### config.mk
export PLATFORM = sky130hd
export DESIGN_NAME = signed_audio_pwm_dac_output
export DESIGN_NICKNAME = d
export VERILOG_FILES = /design/src/inc/audio_pwm_pkg.sv /design/src/verilog/conversion_timer.sv /design/src/verilog/signed_audio_pwm_dac_output.sv
export SDC_FILE = /design/constraint.sdc
export NUM_CORES = 1
export LEC_CHECK = 0
export BUFFER_PORTS_ARGS = -buffer_cell sky130_fd_sc_hd__buf_2
export CORE_UTILIZATION = 61
export DETAILED_ROUTE_END_ITERATION = 7
export PLACE_DENSITY = 0.93
export RECOVER_POWER = 50
export REMOVE_ABC_BUFFERS = 1
export SYNTH_ARGS = -nofsm -noshare
export SYNTH_HDL_FRONTEND = slang
export SYNTH_SLANG_ARGS = --single-unit
### constraint.sdc
create_clock -name i_sys_clk -period 8.34 [get_ports i_sys_clk]
set_input_delay 1.251 -clock i_sys_clk [delete_from_list [all_inputs] [get_ports i_sys_clk]]
set_output_delay 1.251 -clock i_sys_clk [all_outputs]
set_load 0.01 [all_outputs]
### src/inc/audio_pwm_pkg.sv
// Constants, register map and carrier types of the signed audio output stage.
package audio_pwm_pkg;

	// Register port geometry.
	localparam int ADDR_WIDTH = 5;
	localparam int DATA_WIDTH = 4;

	// Register offsets on the register port.
	localparam logic [4:0] STATUS_OFFSET = 5'h00;
	localparam logic [4:0] EXTRA_LOW_OFFSET = 5'h08;
	localparam logic [4:0] CONTROL_OFFSET = 5'h09;
	localparam logic [4:0] LOW_NIBBLE_OFFSET = 5'h0a;
	localparam logic [4:0] HIGH_NIBBLE_OFFSET = 5'h0b;
	localparam logic [4:0] IRQ_MASK_OFFSET = 5'h10;

	// Field positions.
	localparam int FLAG_BIT = 2;
	localparam int OUTPUT_ENABLE_BIT = 0;
	localparam int GLOBAL_IRQ_ENABLE_BIT = 1;
	localparam int SIGN_BIT = 3;

	// Values after reset.
	localparam logic [3:0] NIBBLE_RESET = 4'h0;
	localparam logic [3:0] IRQ_MASK_RESET = 4'h4;

	// Conversion timing, in hertz, and the derived cycle counts.
	localparam int SYS_CLK_HZ = 100_000_000;
	localparam int IRQ_RATE_HZ = 32768;
	localparam int DOUBLE_IRQ_RATE_HZ = 65536;
	localparam int PERIOD_CYCLES = SYS_CLK_HZ / IRQ_RATE_HZ;
	localparam int DOUBLE_PERIOD_CYCLES = SYS_CLK_HZ / DOUBLE_IRQ_RATE_HZ;
	localparam int COUNT_WIDTH = 12;

	// Resolutions the converter can be built for.
	localparam int RES_8 = 8;
	localparam int RES_10 = 10;
	localparam int RES_12 = 12;

	// A sign-magnitude sample at the widest resolution.
	typedef struct packed {
		logic sign;
		logic [10:0] magnitude;
	} sample_type;

	// Level and drive enable of both differential speaker pins.
	typedef struct packed {
		logic positive;
		logic negative;
		logic positive_oe;
		logic negative_oe;
	} speaker_pins_type;

	// One register port access.
	typedef struct packed {
		logic wr;
		logic rd;
		logic [4:0] addr;
		logic [3:0] wdata;
	} reg_access_type;

endpackage

### src/verilog/conversion_timer.sv
// Conversion cycle timer: counts system clocks within one output cycle.
`timescale 1ns/1ns
module conversion_timer
	import audio_pwm_pkg::*;
#(
	parameter int PERIOD = PERIOD_CYCLES
) (
	input wire logic i_sys_clk,
	input wire logic i_reset,
	input wire logic i_clk_en,
	input wire logic i_run,
	output logic [COUNT_WIDTH-1:0] o_count,
	output logic o_cycle_end
);

	if (PERIOD < 2 || PERIOD > (1 << COUNT_WIDTH)) begin : g_bad_period
		$error("conversion_timer: period does not fit the counter");
	end

	localparam logic [COUNT_WIDTH-1:0] LAST = COUNT_WIDTH'(PERIOD - 1);

	typedef struct packed {
		logic [COUNT_WIDTH-1:0] count;
	} timer_state_type;

	timer_state_type state_reg;
	timer_state_type state_next;

	// The counter parks at zero while stopped, so a restart begins a full cycle.
	always_comb begin
		state_next = state_reg;
		if (!i_run) begin
			state_next.count = '0;
		end else if (state_reg.count == LAST) begin
			state_next.count = '0;
		end else begin
			state_next.count = state_reg.count + 1'b1;
		end
	end

	// State register, frozen while the clock enable is low.
	always_ff @(posedge i_sys_clk) begin
		if (i_reset) begin
			state_reg <= '0;
		end else if (i_clk_en) begin
			state_reg <= state_next;
		end
	end

	assign o_count = state_reg.count;
	assign o_cycle_end = i_run && (state_reg.count == LAST);

endmodule

### src/verilog/signed_audio_pwm_dac_output.sv
// Signed audio output stage: sample registers, pulse output, DAC and interrupt.
// What this block does
// - Resolution is 8, 10 or 12 bits, fixed by build option.
// - Top bit of the high nibble is the sign, 0 positive, 1 negative.
// - A build option sends the samples to the DAC instead of the pins.
// - Every completed conversion cycle raises an interrupt request.
// - Each interrupt request sets the conversion interrupt flag to 1.
// - Conversion cycles, and so interrupts, run at 32768 Hz, or 65536 Hz by build option.
// - 8-bit sample is high and low nibble; seven bits give pulse clocks.
// - Written samples wait in a holding buffer, loaded at output start and at each cycle end.
// - Output enable starts output; while disabled both pins are low.
// - Halt clears output enable and releases both pins.
// - 10-bit sample adds extra-low bits 3:2, magnitude 0 to 511.
// - 12-bit sample adds all four extra-low bits, magnitude 0 to 2047.
// - Ten-bit option uses two extra bits; twelve-bit option uses four.
// - Control bit 1 is global interrupt enable, bit 0 output enable.
// - Hardware never clears the interrupt flag; software clears it.
// - Interrupt rate is 32768 Hz, or 65536 Hz by build option.
//
// Strobed register access was decided locally.
`timescale 1ns/1ns
module signed_audio_pwm_dac_output
	import audio_pwm_pkg::*;
#(
	parameter bit TEN_BIT_OPTION = 1'b0,
	parameter bit TWELVE_BIT_OPTION = 1'b0,
	parameter bit DAC_SELECT_OPTION = 1'b0,
	parameter bit DOUBLE_IRQ_RATE_OPTION = 1'b0
) (
	input wire logic i_sys_clk,
	input wire logic i_reset,
	input wire logic i_clk_en,
	input wire logic i_halt,
	input wire logic [ADDR_WIDTH-1:0] i_addr,
	input wire logic [DATA_WIDTH-1:0] i_wr_data,
	input wire logic i_wr_strobe,
	input wire logic i_rd_strobe,
	output logic [DATA_WIDTH-1:0] o_rd_data,
	output logic o_irq,
	output logic o_speaker_out_positive,
	output logic o_speaker_out_positive_oe,
	output logic o_speaker_out_negative,
	output logic o_speaker_out_negative_oe,
	output logic [11:0] o_dac_sample
);

	localparam int RESOLUTION = TWELVE_BIT_OPTION ? RES_12 :
		(TEN_BIT_OPTION ? RES_10 : RES_8);
	localparam int PERIOD = DOUBLE_IRQ_RATE_OPTION ? DOUBLE_PERIOD_CYCLES :
		PERIOD_CYCLES;

	if (PERIOD >= (1 << COUNT_WIDTH)) begin : g_bad_rate
		$error("signed_audio_pwm_dac_output: period too long for counter");
	end

	typedef struct packed {
		logic [3:0] high_nibble;
		logic [3:0] low_nibble;
		logic [3:0] extra_low;
		logic output_enable;
		logic global_irq_enable;
		logic halted;
		logic running;
		logic irq_flag;
		logic [3:0] irq_mask;
		sample_type active;
		speaker_pins_type pins;
		logic [11:0] dac;
		logic [3:0] rd_data;
		logic irq;
	} block_state_type;

	block_state_type state_reg;
	block_state_type state_next;
	reg_access_type access;
	sample_type composed;
	sample_type current;
	logic run;
	logic load;
	logic cycle_end;
	logic [COUNT_WIDTH-1:0] count;

	// sign from the top of the high nibble
	// Packs the three holding nibbles into one sign-magnitude sample.
	function automatic sample_type compose_sample(input logic [3:0] hi,
			input logic [3:0] lo, input logic [3:0] xlo);
		sample_type s;
		s.sign = hi[SIGN_BIT];
		case (RESOLUTION)
			RES_8: begin
				s.magnitude = {4'h0, hi[2:0], lo};
			end
			RES_10: begin
				s.magnitude = {2'h0, hi[2:0], lo, xlo[3:2]};
			end
			RES_12: begin
				s.magnitude = {hi[2:0], lo, xlo};
			end
			default: begin
				s.magnitude = '0;
			end
		endcase
		return s;
	endfunction

	// Bus signals gathered into one access record.
	assign access = '{wr: i_wr_strobe, rd: i_rd_strobe, addr: i_addr,
		wdata: i_wr_data};

	// output runs only while enabled and not halted
	assign run = state_reg.output_enable && !state_reg.halted;
	assign composed = compose_sample(state_reg.high_nibble,
		state_reg.low_nibble, state_reg.extra_low);
	// load on start and at each cycle end only
	assign load = run && (!state_reg.running || cycle_end);
	// The loading cycle already shows the new sample, so no clock is lost.
	assign current = load ? composed : state_reg.active;

	conversion_timer #(
		.PERIOD(PERIOD)
	) u_timer (
		.i_sys_clk(i_sys_clk),
		.i_reset(i_reset),
		.i_clk_en(i_clk_en),
		.i_run(run),
		.o_count(count),
		.o_cycle_end(cycle_end)
	);

	// Next-state logic for registers, buffer, pins and interrupt.
	always_comb begin
		state_next = state_reg;
		state_next.running = run;
		state_next.rd_data = '0;

		// Register writes; holding nibbles read back as zero.
		if (access.wr) begin
			case (access.addr)
				EXTRA_LOW_OFFSET: begin
					state_next.extra_low = access.wdata;
				end
				LOW_NIBBLE_OFFSET: begin
					state_next.low_nibble = access.wdata;
				end
				HIGH_NIBBLE_OFFSET: begin
					state_next.high_nibble = access.wdata;
				end
				CONTROL_OFFSET: begin
					state_next.output_enable = access.wdata[OUTPUT_ENABLE_BIT];
					state_next.global_irq_enable =
						access.wdata[GLOBAL_IRQ_ENABLE_BIT];
					state_next.halted = 1'b0;
				end
				STATUS_OFFSET: begin
					if (access.wdata[FLAG_BIT]) begin
						state_next.irq_flag = 1'b0;
					end
				end
				IRQ_MASK_OFFSET: begin
					state_next.irq_mask = access.wdata;
				end
				default: begin
				end
			endcase
		end

		// Reads answer in the next cycle; unmapped addresses give zero.
		if (access.rd) begin
			case (access.addr)
				STATUS_OFFSET: begin
					state_next.rd_data[FLAG_BIT] = state_reg.irq_flag;
				end
				CONTROL_OFFSET: begin
					state_next.rd_data[OUTPUT_ENABLE_BIT] =
						state_reg.output_enable;
					state_next.rd_data[GLOBAL_IRQ_ENABLE_BIT] =
						state_reg.global_irq_enable;
				end
				IRQ_MASK_OFFSET: begin
					state_next.rd_data = state_reg.irq_mask;
				end
				default: begin
				end
			endcase
		end

		// halt wins over a same-cycle control write
		if (i_halt) begin
			state_next.output_enable = 1'b0;
			state_next.halted = 1'b1;
		end

		// holding buffer copied into the active sample
		if (load) begin
			state_next.active = composed;
		end

		// the flag is set, and the set beats a clear
		if (cycle_end) begin
			state_next.irq_flag = 1'b1;
		end

		// DAC takes the sample instead of the pulse stage
		if (DAC_SELECT_OPTION && load) begin
			state_next.dac = {current.sign, current.magnitude};
		end

		// pulse on the pin that matches the sign
		// The magnitude is widened, since a cut count would relight the pin.
		state_next.pins.positive = run && !DAC_SELECT_OPTION &&
			!current.sign && (count < COUNT_WIDTH'(current.magnitude));
		state_next.pins.negative = run && !DAC_SELECT_OPTION &&
			current.sign && (count < COUNT_WIDTH'(current.magnitude));
		state_next.pins.positive_oe = !state_reg.halted;
		state_next.pins.negative_oe = !state_reg.halted;
		if (state_reg.halted) begin
			state_next.pins.positive = 1'b0;
			state_next.pins.negative = 1'b0;
		end

		// Level interrupt from the flag, its mask and the global enable.
		state_next.irq = state_next.irq_flag &&
			state_next.irq_mask[FLAG_BIT] && state_next.global_irq_enable;
	end

	// State register; everything freezes while the clock enable is low.
	always_ff @(posedge i_sys_clk) begin
		if (i_reset) begin
			state_reg <= '0;
			state_reg.irq_mask <= IRQ_MASK_RESET;
			state_reg.high_nibble <= NIBBLE_RESET;
			state_reg.pins.positive_oe <= 1'b1;
			state_reg.pins.negative_oe <= 1'b1;
		end else if (i_clk_en) begin
			state_reg <= state_next;
		end
	end

	// Every output comes straight from the state register.
	assign o_rd_data = state_reg.rd_data;
	assign o_irq = state_reg.irq;
	assign o_speaker_out_positive = state_reg.pins.positive;
	assign o_speaker_out_positive_oe = state_reg.pins.positive_oe;
	assign o_speaker_out_negative = state_reg.pins.negative;
	assign o_speaker_out_negative_oe = state_reg.pins.negative_oe;
	assign o_dac_sample = state_reg.dac;

	// Helper: clocks since the last cycle end, for the period check.
	logic [COUNT_WIDTH:0] gap_count;
	logic gap_valid;
	always_ff @(posedge i_sys_clk) begin
		if (i_reset || !run) begin
			gap_count <= '0;
			gap_valid <= 1'b0;
		end else if (i_clk_en) begin
			if (cycle_end) begin
				gap_count <= '0;
				gap_valid <= 1'b1;
			end else begin
				gap_count <= gap_count + 1'b1;
			end
		end
	end
endmodule

==> results of run 1 <==
[how the worst max path moves through the flow]
stage | end | slack (ns) | cells past startpoint
after floorplan | o_speaker_out_negative | 5.63 | 10
after global placement | u_timer.o_count[10] | 5.49 | 6
after detailed placement | o_speaker_out_positive | 5.35 | 12
after CTS | o_speaker_out_positive | 5.30 | 11
after global routing | o_speaker_out_positive | 5.05 | 11
final | o_speaker_out_positive | 5.28 | 11
[area by class of cell]
| cell class | count | area (sq um) |
|---|---|---|
| Timing Repair Buffer | 23 | 103 |
| Sequential cell | 49 | 981 |
| Clock inverter | 2 | 38.8 |
| Clock buffer | 6 | 72.6 |
| Inverter | 5 | 18.8 |
| Fill cell | 340 | 1310 |
| Tap cell | 50 | 62.6 |
| Multi-Input combinational cell | 218 | 1440 |
[synthesized netlist by cell type, drive strengths merged (2+ instances only)]
master / number
a211oi: 4
a21oi: 8
a222oi: 2
a22oi: 3
a311oi: 7
a31oi: 2
and2: 5
and3: 2
and3b: 2
buf: 20
clkbuf: 9
dfxtp: 49
ha: 12
inv: 4
mux2i: 29
nand2: 28
nand3: 7
nand4: 7
nor2: 42
nor3: 8
nor3b: 2
nor4: 2
o211ai: 2
o21ai: 11
o31ai: 2
[per-layer routing]
layer | GRT usage, % | wire (um) | vias to the layer above
met4 | 10.4 | 121 | 0
li1 | - | - | 1049
met2 | 42.8 | 2590 | 90
met3 | 6.85 | 346 | 13
met1 | 31.3 | 2320 | 979
met5 | 0 | 0 | -
[worst reg2reg max path, stage by stage (launching register included)]
cell and delay [ns]:
dfxtp_1 0.42, ha_1 0.18, nand4b_1 0.28, o31ai_4 0.34, nand2_2 0.25, mux2i_1 0.23
ha_1 0.27, a21o_1 0.18, a211oi_1 0.29, a21boi_1 0.27, o41ai_2 0.13, o21ai_1 0.15
[power groups by stage]
| stage | Sequential, mW | Combinational (mW) | Clock [mW] |
|---|---|---|---|
| 2_1_floorplan | 0.242 | 0.00845 | 0 |
| 6_report | 0.236 | 0.0213 | 0.169 |
| 3_3_place_gp | 0.242 | 0.0204 | 0 |
| 4_1_cts | 0.236 | 0.0211 | 0.172 |
| 5_1_grt | 0.237 | 0.0234 | 0.182 |
| 3_5_place_dp | 0.242 | 0.0210 | 0 |
[kinds of logic after synthesis]
kind of cell	synth area share [%]
mux	11.9
fa+ha+maj	5.83
simple gates	21.8
buf+inv	7.58
flops	38.1
compound gates	14.7
other cells	0.146
[metrics by stage]
| stage | utilization [%] | instance area (sq um) |
|---|---|---|
| 2_1_floorplan | - | 2440 |
| 3_3_place_gp | 65.0 | 2620 |
| 3_5_place_dp | 65.0 | 2620 |
| 4_1_cts | 67.7 | 2730 |
| 5_1_grt | 67.4 | 2720 |
| 6_report | 67.4 | 2720 |
==> impl_metrics.py, run 1 <==
metrics = {
    "final_layout": {
        "layout.cells.non_filler": 353,
        "layout_commonest_cell": "dfxtp_1",
        "final_cell_mix": "dfxtp_1, nor2_1, mux2i_1, nand2_1, buf_2",
        "synthToLayoutAreaGrowth_pct": 5.49,
        "largest_reg_flops": 21,
        "diodes": 0,
        "drive_gt1_share_pct": 9.90,
        "fin_nets": 329,
    },
    "drt": {
        "ant_nets": 0,
        "num_vias": 2131,
        "via_per_inst": 6.04,
        "drtIter0Drc": 114,
        "drt-total-wl_um": 5380,
        "drc_errors": 0,
        "wl_per_cell_um": 15.2,
        "drt_pass1_iterations": 5,
    },
    "floorplan": {
        "dieWidth_um": 67.0,
        "num_io_pins": 36,
        "core_sq_mm": 0.00403,
        "rows": 23,
        "die-height_um": 67.0,
        "initial_core_util_pct": 63.9,
        "dieArea_sq_mm": 0.00448,
    },
    "clocking": {
        "insertion_delay_ns": 0.31,
        "clock-sinks": 49,
        "root_buffer": "clkbuf_8",
        "cts_buffers": 5,
        "post-cts-setup-buffers": 0,
        "cts_resized": 0,
        "cts_tree": "yes",
        "path_clk_slew_ns": 0.09,
        "h-tree-depth": 2,
        "clockBufferDepth": 2,
        "postCtsHoldBufs": 0,
    },
    "setup_path": {
        "cp_num_buf_inv": 0,
        "slowest_stage": "dfxtp_1",
        "rr_worst_depth": 11,
        "rr_endpoint": "o_speaker_out_positive",
        "reg2reg_from": "u_timer.o_count[1]",
        "worstSetupPathType": "register to register",
        "crit_chain": "ha_1 -> nand4b_1 -> o31ai_4 -> nand2_2 -> mux2i_1 -> ha_1 -> a21o_1 -> a211oi_1 -> a21boi_1 -> o41ai_2 -> o21ai_1",
        "cp_slowest_stage_delay_ns": 0.42,
        "cp-start-kind": "register",
        "cpLargestDelayFamily": "compound AO/OA/AOI/OAI gates",
        "endpoint_kind": "register",
        "startpoint": "u_timer.o_count[1]",
        "cp.required_ns": 8.58,
        "critPathMaxFanout": 12,
        "cp_common_cell": "ha_1",
        "rrSetupSlack_ns": 5.28,
        "arrival_ns": 3.31,
    },
    "flow_run": {
        "cap_violations": 1,
    },
    "worst_hold_path": {
        "whs_endpoint": "o_speaker_out_negative",
        "hp-class": "register to register",
        "hold_start": "o_speaker_out_negative",
        "hold_path_depth": 2,
    },
    "yosys": {
        "ys_seq_area_share_pct": 38.1,
        "synthCells": 290,
        "ys_types": 49,
        "synth-edff-count": 0,
        "synth_flop_cell": "dfxtp_1",
        "synth_area_per_cell_sq_um": 8.88,
        "yosys_warnings": 0,
        "postSynth.asyncResetShare_pct": 0,
        "synth_area_sq_mm": 0.00257,
        "synth-seq-cells": 49,
        "synth_area_leaders": "dfxtp_1, mux2i_1, nor2_1",
        "yosysTopAreaCellShare_pct": 38.1,
        "synth_largest_area_cell": "dfxtp_1",
    },
    "place": {
        "dpl.hpwl_um": 3870,
        "gp_congestion": 0.838,
        "portBuffers": 23,
        "dpl.cell_count": 345,
        "pre_cts_ws_ns": 5.35,
    },
    "sta": {
        "fin_ws_ns": 5.28,
        "hold_slack_ns": 0.452,
        "timing.fmax_mhz": 326,
        "drv_slew": 47,
        "slew_headroom_pct": -28.3,
        "rsz0062_at_grt": "false",
        "finalSetupViolCount": 0,
        "fin_crit_ns": 3.06,
        "fin_setup_tns_ns": 0,
        "fin_crit_sh_pct": 36.7,
        "tightest_slew_ns": 1.92,
        "finalHoldViolations": 0,
        "skew_ns": 0.0115,
    },
    "pwr": {
        "p_total_mw": 0.427,
        "irDropWorstVdd_mv": 0.0997,
        "internal_power_mw": 0.331,
        "sw_frac_of_total_pct": 22.5,
        "p_per_area_mw_per_mm2": 157,
        "leakagePower_nw": 1.14,
        "p_comb_share_pct": 5.0,
        "seq_power_share_pct": 55.3,
        "clockPowerShare_pct": 39.7,
        "power_switching_mw": 0.0960,
    },
    "global_routing": {
        "grt_pass1_vias": 1861,
        "grt_max_degree": 47,
        "track_usage_pct": 25.8,
        "grt_pass1_wl_um": 8510,
        "overflow": 0,
        "antenna_found_initial": 0,
    },
    "status": {
        "violations": "max-capacitance violations, max-slew violations",
        "outcome": "complete, but fails checks",
    },
}
(Power assumes the default switching activity.)
==> run 2: changes to the inputs <==
--- a/config.mk
+++ b/config.mk
@@ -6,9 +6,9 @@
 export NUM_CORES = 1
 export LEC_CHECK = 0
 export BUFFER_PORTS_ARGS = -buffer_cell sky130_fd_sc_hd__buf_2
-export CORE_UTILIZATION = 61
+export CORE_UTILIZATION = 51
 export DETAILED_ROUTE_END_ITERATION = 7
-export PLACE_DENSITY = 0.93
+export PLACE_DENSITY = 0.84
 export RECOVER_POWER = 50
 export REMOVE_ABC_BUFFERS = 1
 export SYNTH_ARGS = -nofsm -noshare
==> constraint.sdc (replaced) <==
create_clock -name i_sys_clk -period 2.6 [get_ports i_sys_clk]
set_input_delay 0.39 -clock i_sys_clk [delete_from_list [all_inputs] [get_ports i_sys_clk]]
set_output_delay 0.39 -clock i_sys_clk [all_outputs]
set_load 0.01 [all_outputs]
==> run 2 against run 1 <==
  * The run ends with max-capacitance violations, max-slew violations, negative setup slack left
  * Clock skew fell by 0.0029 ns
  * Worst hold slack got worse by 0.092 ns
  * Die area rose by 19%
  * Core utilization fell by 5.8 points
  * Final cell count rose by 11%
  * Clock power rose to 2.6 times the previous value
  * Critical path type unchanged
  * Critical endpoint is now o_speaker_out_negative
==> impl_metrics.py, run 2 (synthesis results as in run 1) <==
metrics = {
    "sta": {
        "finalHoldViolations": 0,
        "fin_crit_sh_pct": 102,
        "skew_ns": 0.00864,
        "finalSetupViolCount": 2,
        "drv_slew": 47,
        "fin_ws_ns": -0.0500,
        "timing.fmax_mhz": 377,
        "rsz0062_at_grt": "true",
        "fin_crit_ns": 2.65,
        "slew_headroom_pct": -34.1,
        "fin_setup_tns_ns": -0.0956,
        "tightest_slew_ns": 2.01,
    },
    "global_routing": {
        "grt_pass1_wl_um": 9360,
        "grt_max_degree": 47,
        "overflow": 0,
        "grt_pass1_vias": 2035,
        "track_usage_pct": 22.9,
        "antenna_found_initial": 0,
    },
    "clocking": {
        "postCtsHoldBufs": 0,
        "cts_tree": "yes",
        "clockBufferDepth": 2,
        "root_buffer": "clkbuf_8",
        "insertion_delay_ns": 0.30,
        "clock-sinks": 49,
        "cts_buffers": 5,
        "h-tree-depth": 2,
        "path_clk_slew_ns": 0.09,
    },
    "flow_run": {
        "cap_violations": 1,
    },
    "setup_path": {
        "critPathMaxFanout": 4,
        "rrSetupSlack_ns": -0.05,
        "reg2reg_from": "u_timer.o_count[0]",
        "crit_chain": "inv_2 -> ha_4 -> nand4b_1 -> o31ai_4 -> nand2_2 -> buf_6 -> mux2i_1 -> ha_1 -> a211oi_2 -> and4_1 -> o41ai_4 -> o21ai_1",
        "arrival_ns": 2.84,
        "cp_num_buf_inv": 2,
        "worstSetupPathType": "register to register",
        "endpoint_kind": "register",
        "cp-start-kind": "register",
        "rr_worst_depth": 12,
        "rr_endpoint": "o_speaker_out_negative",
        "slowest_stage": "o41ai_4",
        "cp_slowest_stage_delay_ns": 0.37,
        "cpLargestDelayFamily": "compound AO/OA/AOI/OAI gates",
        "cp.required_ns": 2.79,
    },
    "drt": {
        "wl_per_cell_um": 15.1,
        "drc_errors": 0,
        "drtIter0Drc": 236,
        "ant_nets": 0,
        "drt-total-wl_um": 5930,
        "drt_pass1_iterations": 4,
        "num_vias": 2229,
        "via_per_inst": 5.67,
    },
    "place": {
        "portBuffers": 23,
        "dpl.hpwl_um": 4160,
        "gp_congestion": 0.875,
        "pre_cts_ws_ns": -0.0290,
    },
    "floorplan": {
        "dieArea_sq_mm": 0.00534,
        "num_io_pins": 36,
        "die-height_um": 73.1,
        "core_sq_mm": 0.00479,
        "dieWidth_um": 73.1,
        "rows": 25,
        "initial_core_util_pct": 53.8,
    },
    "worst_hold_path": {
        "hold_path_depth": 3,
        "hp-class": "input port to register",
        "whs_endpoint": "composed[11]",
        "hold_start": "i_wr_data[3]",
    },
    "final_layout": {
        "fin_nets": 352,
        "diodes": 0,
        "final_cell_mix": "dfxtp_1, nor2_1, mux2i_1, nand2_1, buf_4",
        "drive_gt1_share_pct": 19.6,
        "synthToLayoutAreaGrowth_pct": 14.5,
        "layout_commonest_cell": "dfxtp_1",
        "largest_reg_flops": 21,
    },
    "pwr": {
        "leakagePower_nw": 1.24,
        "p_per_area_mw_per_mm2": 433,
        "irDropWorstVdd_mv": 0.344,
    },
    "status": {
        "outcome": "complete, but fails checks",
        "violations": "max-capacitance violations, max-slew violations, negative setup slack",
    },
}
-- run 2: cell types whose count changed in the layout (fill, tap and decap cells not counted), sizes merged --
cell | before | now
buf | 13 | 36
clkinvlp | 0 | 2
bufinv | 1 | 0
clkinv | 2 | 1
-- run 2: worst max path at each step --
stage | depth (start not counted) | startpoint | endpoint | slack, ns
after floorplan | 10 | u_timer.o_count[7] | o_speaker_out_negative | -0.11
after global placement | 10 | u_timer.o_count[10] | o_speaker_out_positive | 0.08
after detailed placement | 11 | u_timer.o_count[10] | o_speaker_out_positive | -0.03
after CTS | 11 | u_timer.o_count[10] | o_speaker_out_positive | 0.002
after global routing | 12 | u_timer.o_count[0] | o_speaker_out_negative | -0.21
final | 12 | u_timer.o_count[0] | o_speaker_out_negative | -0.05
-- run 2: layout make-up --
| type | instances | area, sq um |
|---|---|---|
| fill | 400 | 1840 |
| multi-input combinational | 218 | 1490 |
| sequential | 49 | 983 |
| timing repair buffer | 46 | 283 |
| tap | 67 | 83.8 |
| clock buffer | 6 | 72.6 |
| inverter | 5 | 18.8 |
| clock inverter | 2 | 15.0 |
-- run 2: repair_timing --
item | CTS | global route
setup endpoints to repair | 2 | 2
resized for setup | 0 | 18
endpoints found under the hold margin | 0 | 0
setup buffers | 2 | 3
pin swaps | 2 | 11
-- run 2: layer usage --
metal / up-vias / part of all wire, % / track usage, %
met5: - / 0 / 0
met4: 0 / 3.2 / 12.2
met3: 17 / 6.0 / 5.39
met2: 100 / 49 / 36.9
met1: 1022 / 42 / 28.1
li1: 1090 / - / -
-- run 2: worst min-delay path, cell delays in order --
cell	delay, ns
buf_2	0.10
mux2i_1	0.06
nor2_1	0.07
-- run 2: stage by stage --
step | total power, mW | instances | area [sq um] | hold WS [ns] | utilization (%)
after floorplan | 0.802 | 272 | 2440 | 0.430 | -
after global placement | 0.844 | 380 | 2770 | 0.434 | 58.0
after detailed placement | 0.845 | 380 | 2770 | 0.452 | 58.0
after CTS | 1.28 | 390 | 2880 | 0.352 | 60.1
after global routing | 1.32 | 393 | 2950 | 0.363 | 61.6
final | 1.28 | 393 | 2950 | 0.359 | 61.6
-- run 2: power breakdown --
part           internal [mW]  switching [mW]  total, mW
Clock                  0.190           0.257      0.447
Sequential             0.754         0.00387      0.758
Combinational         0.0215          0.0499     0.0715
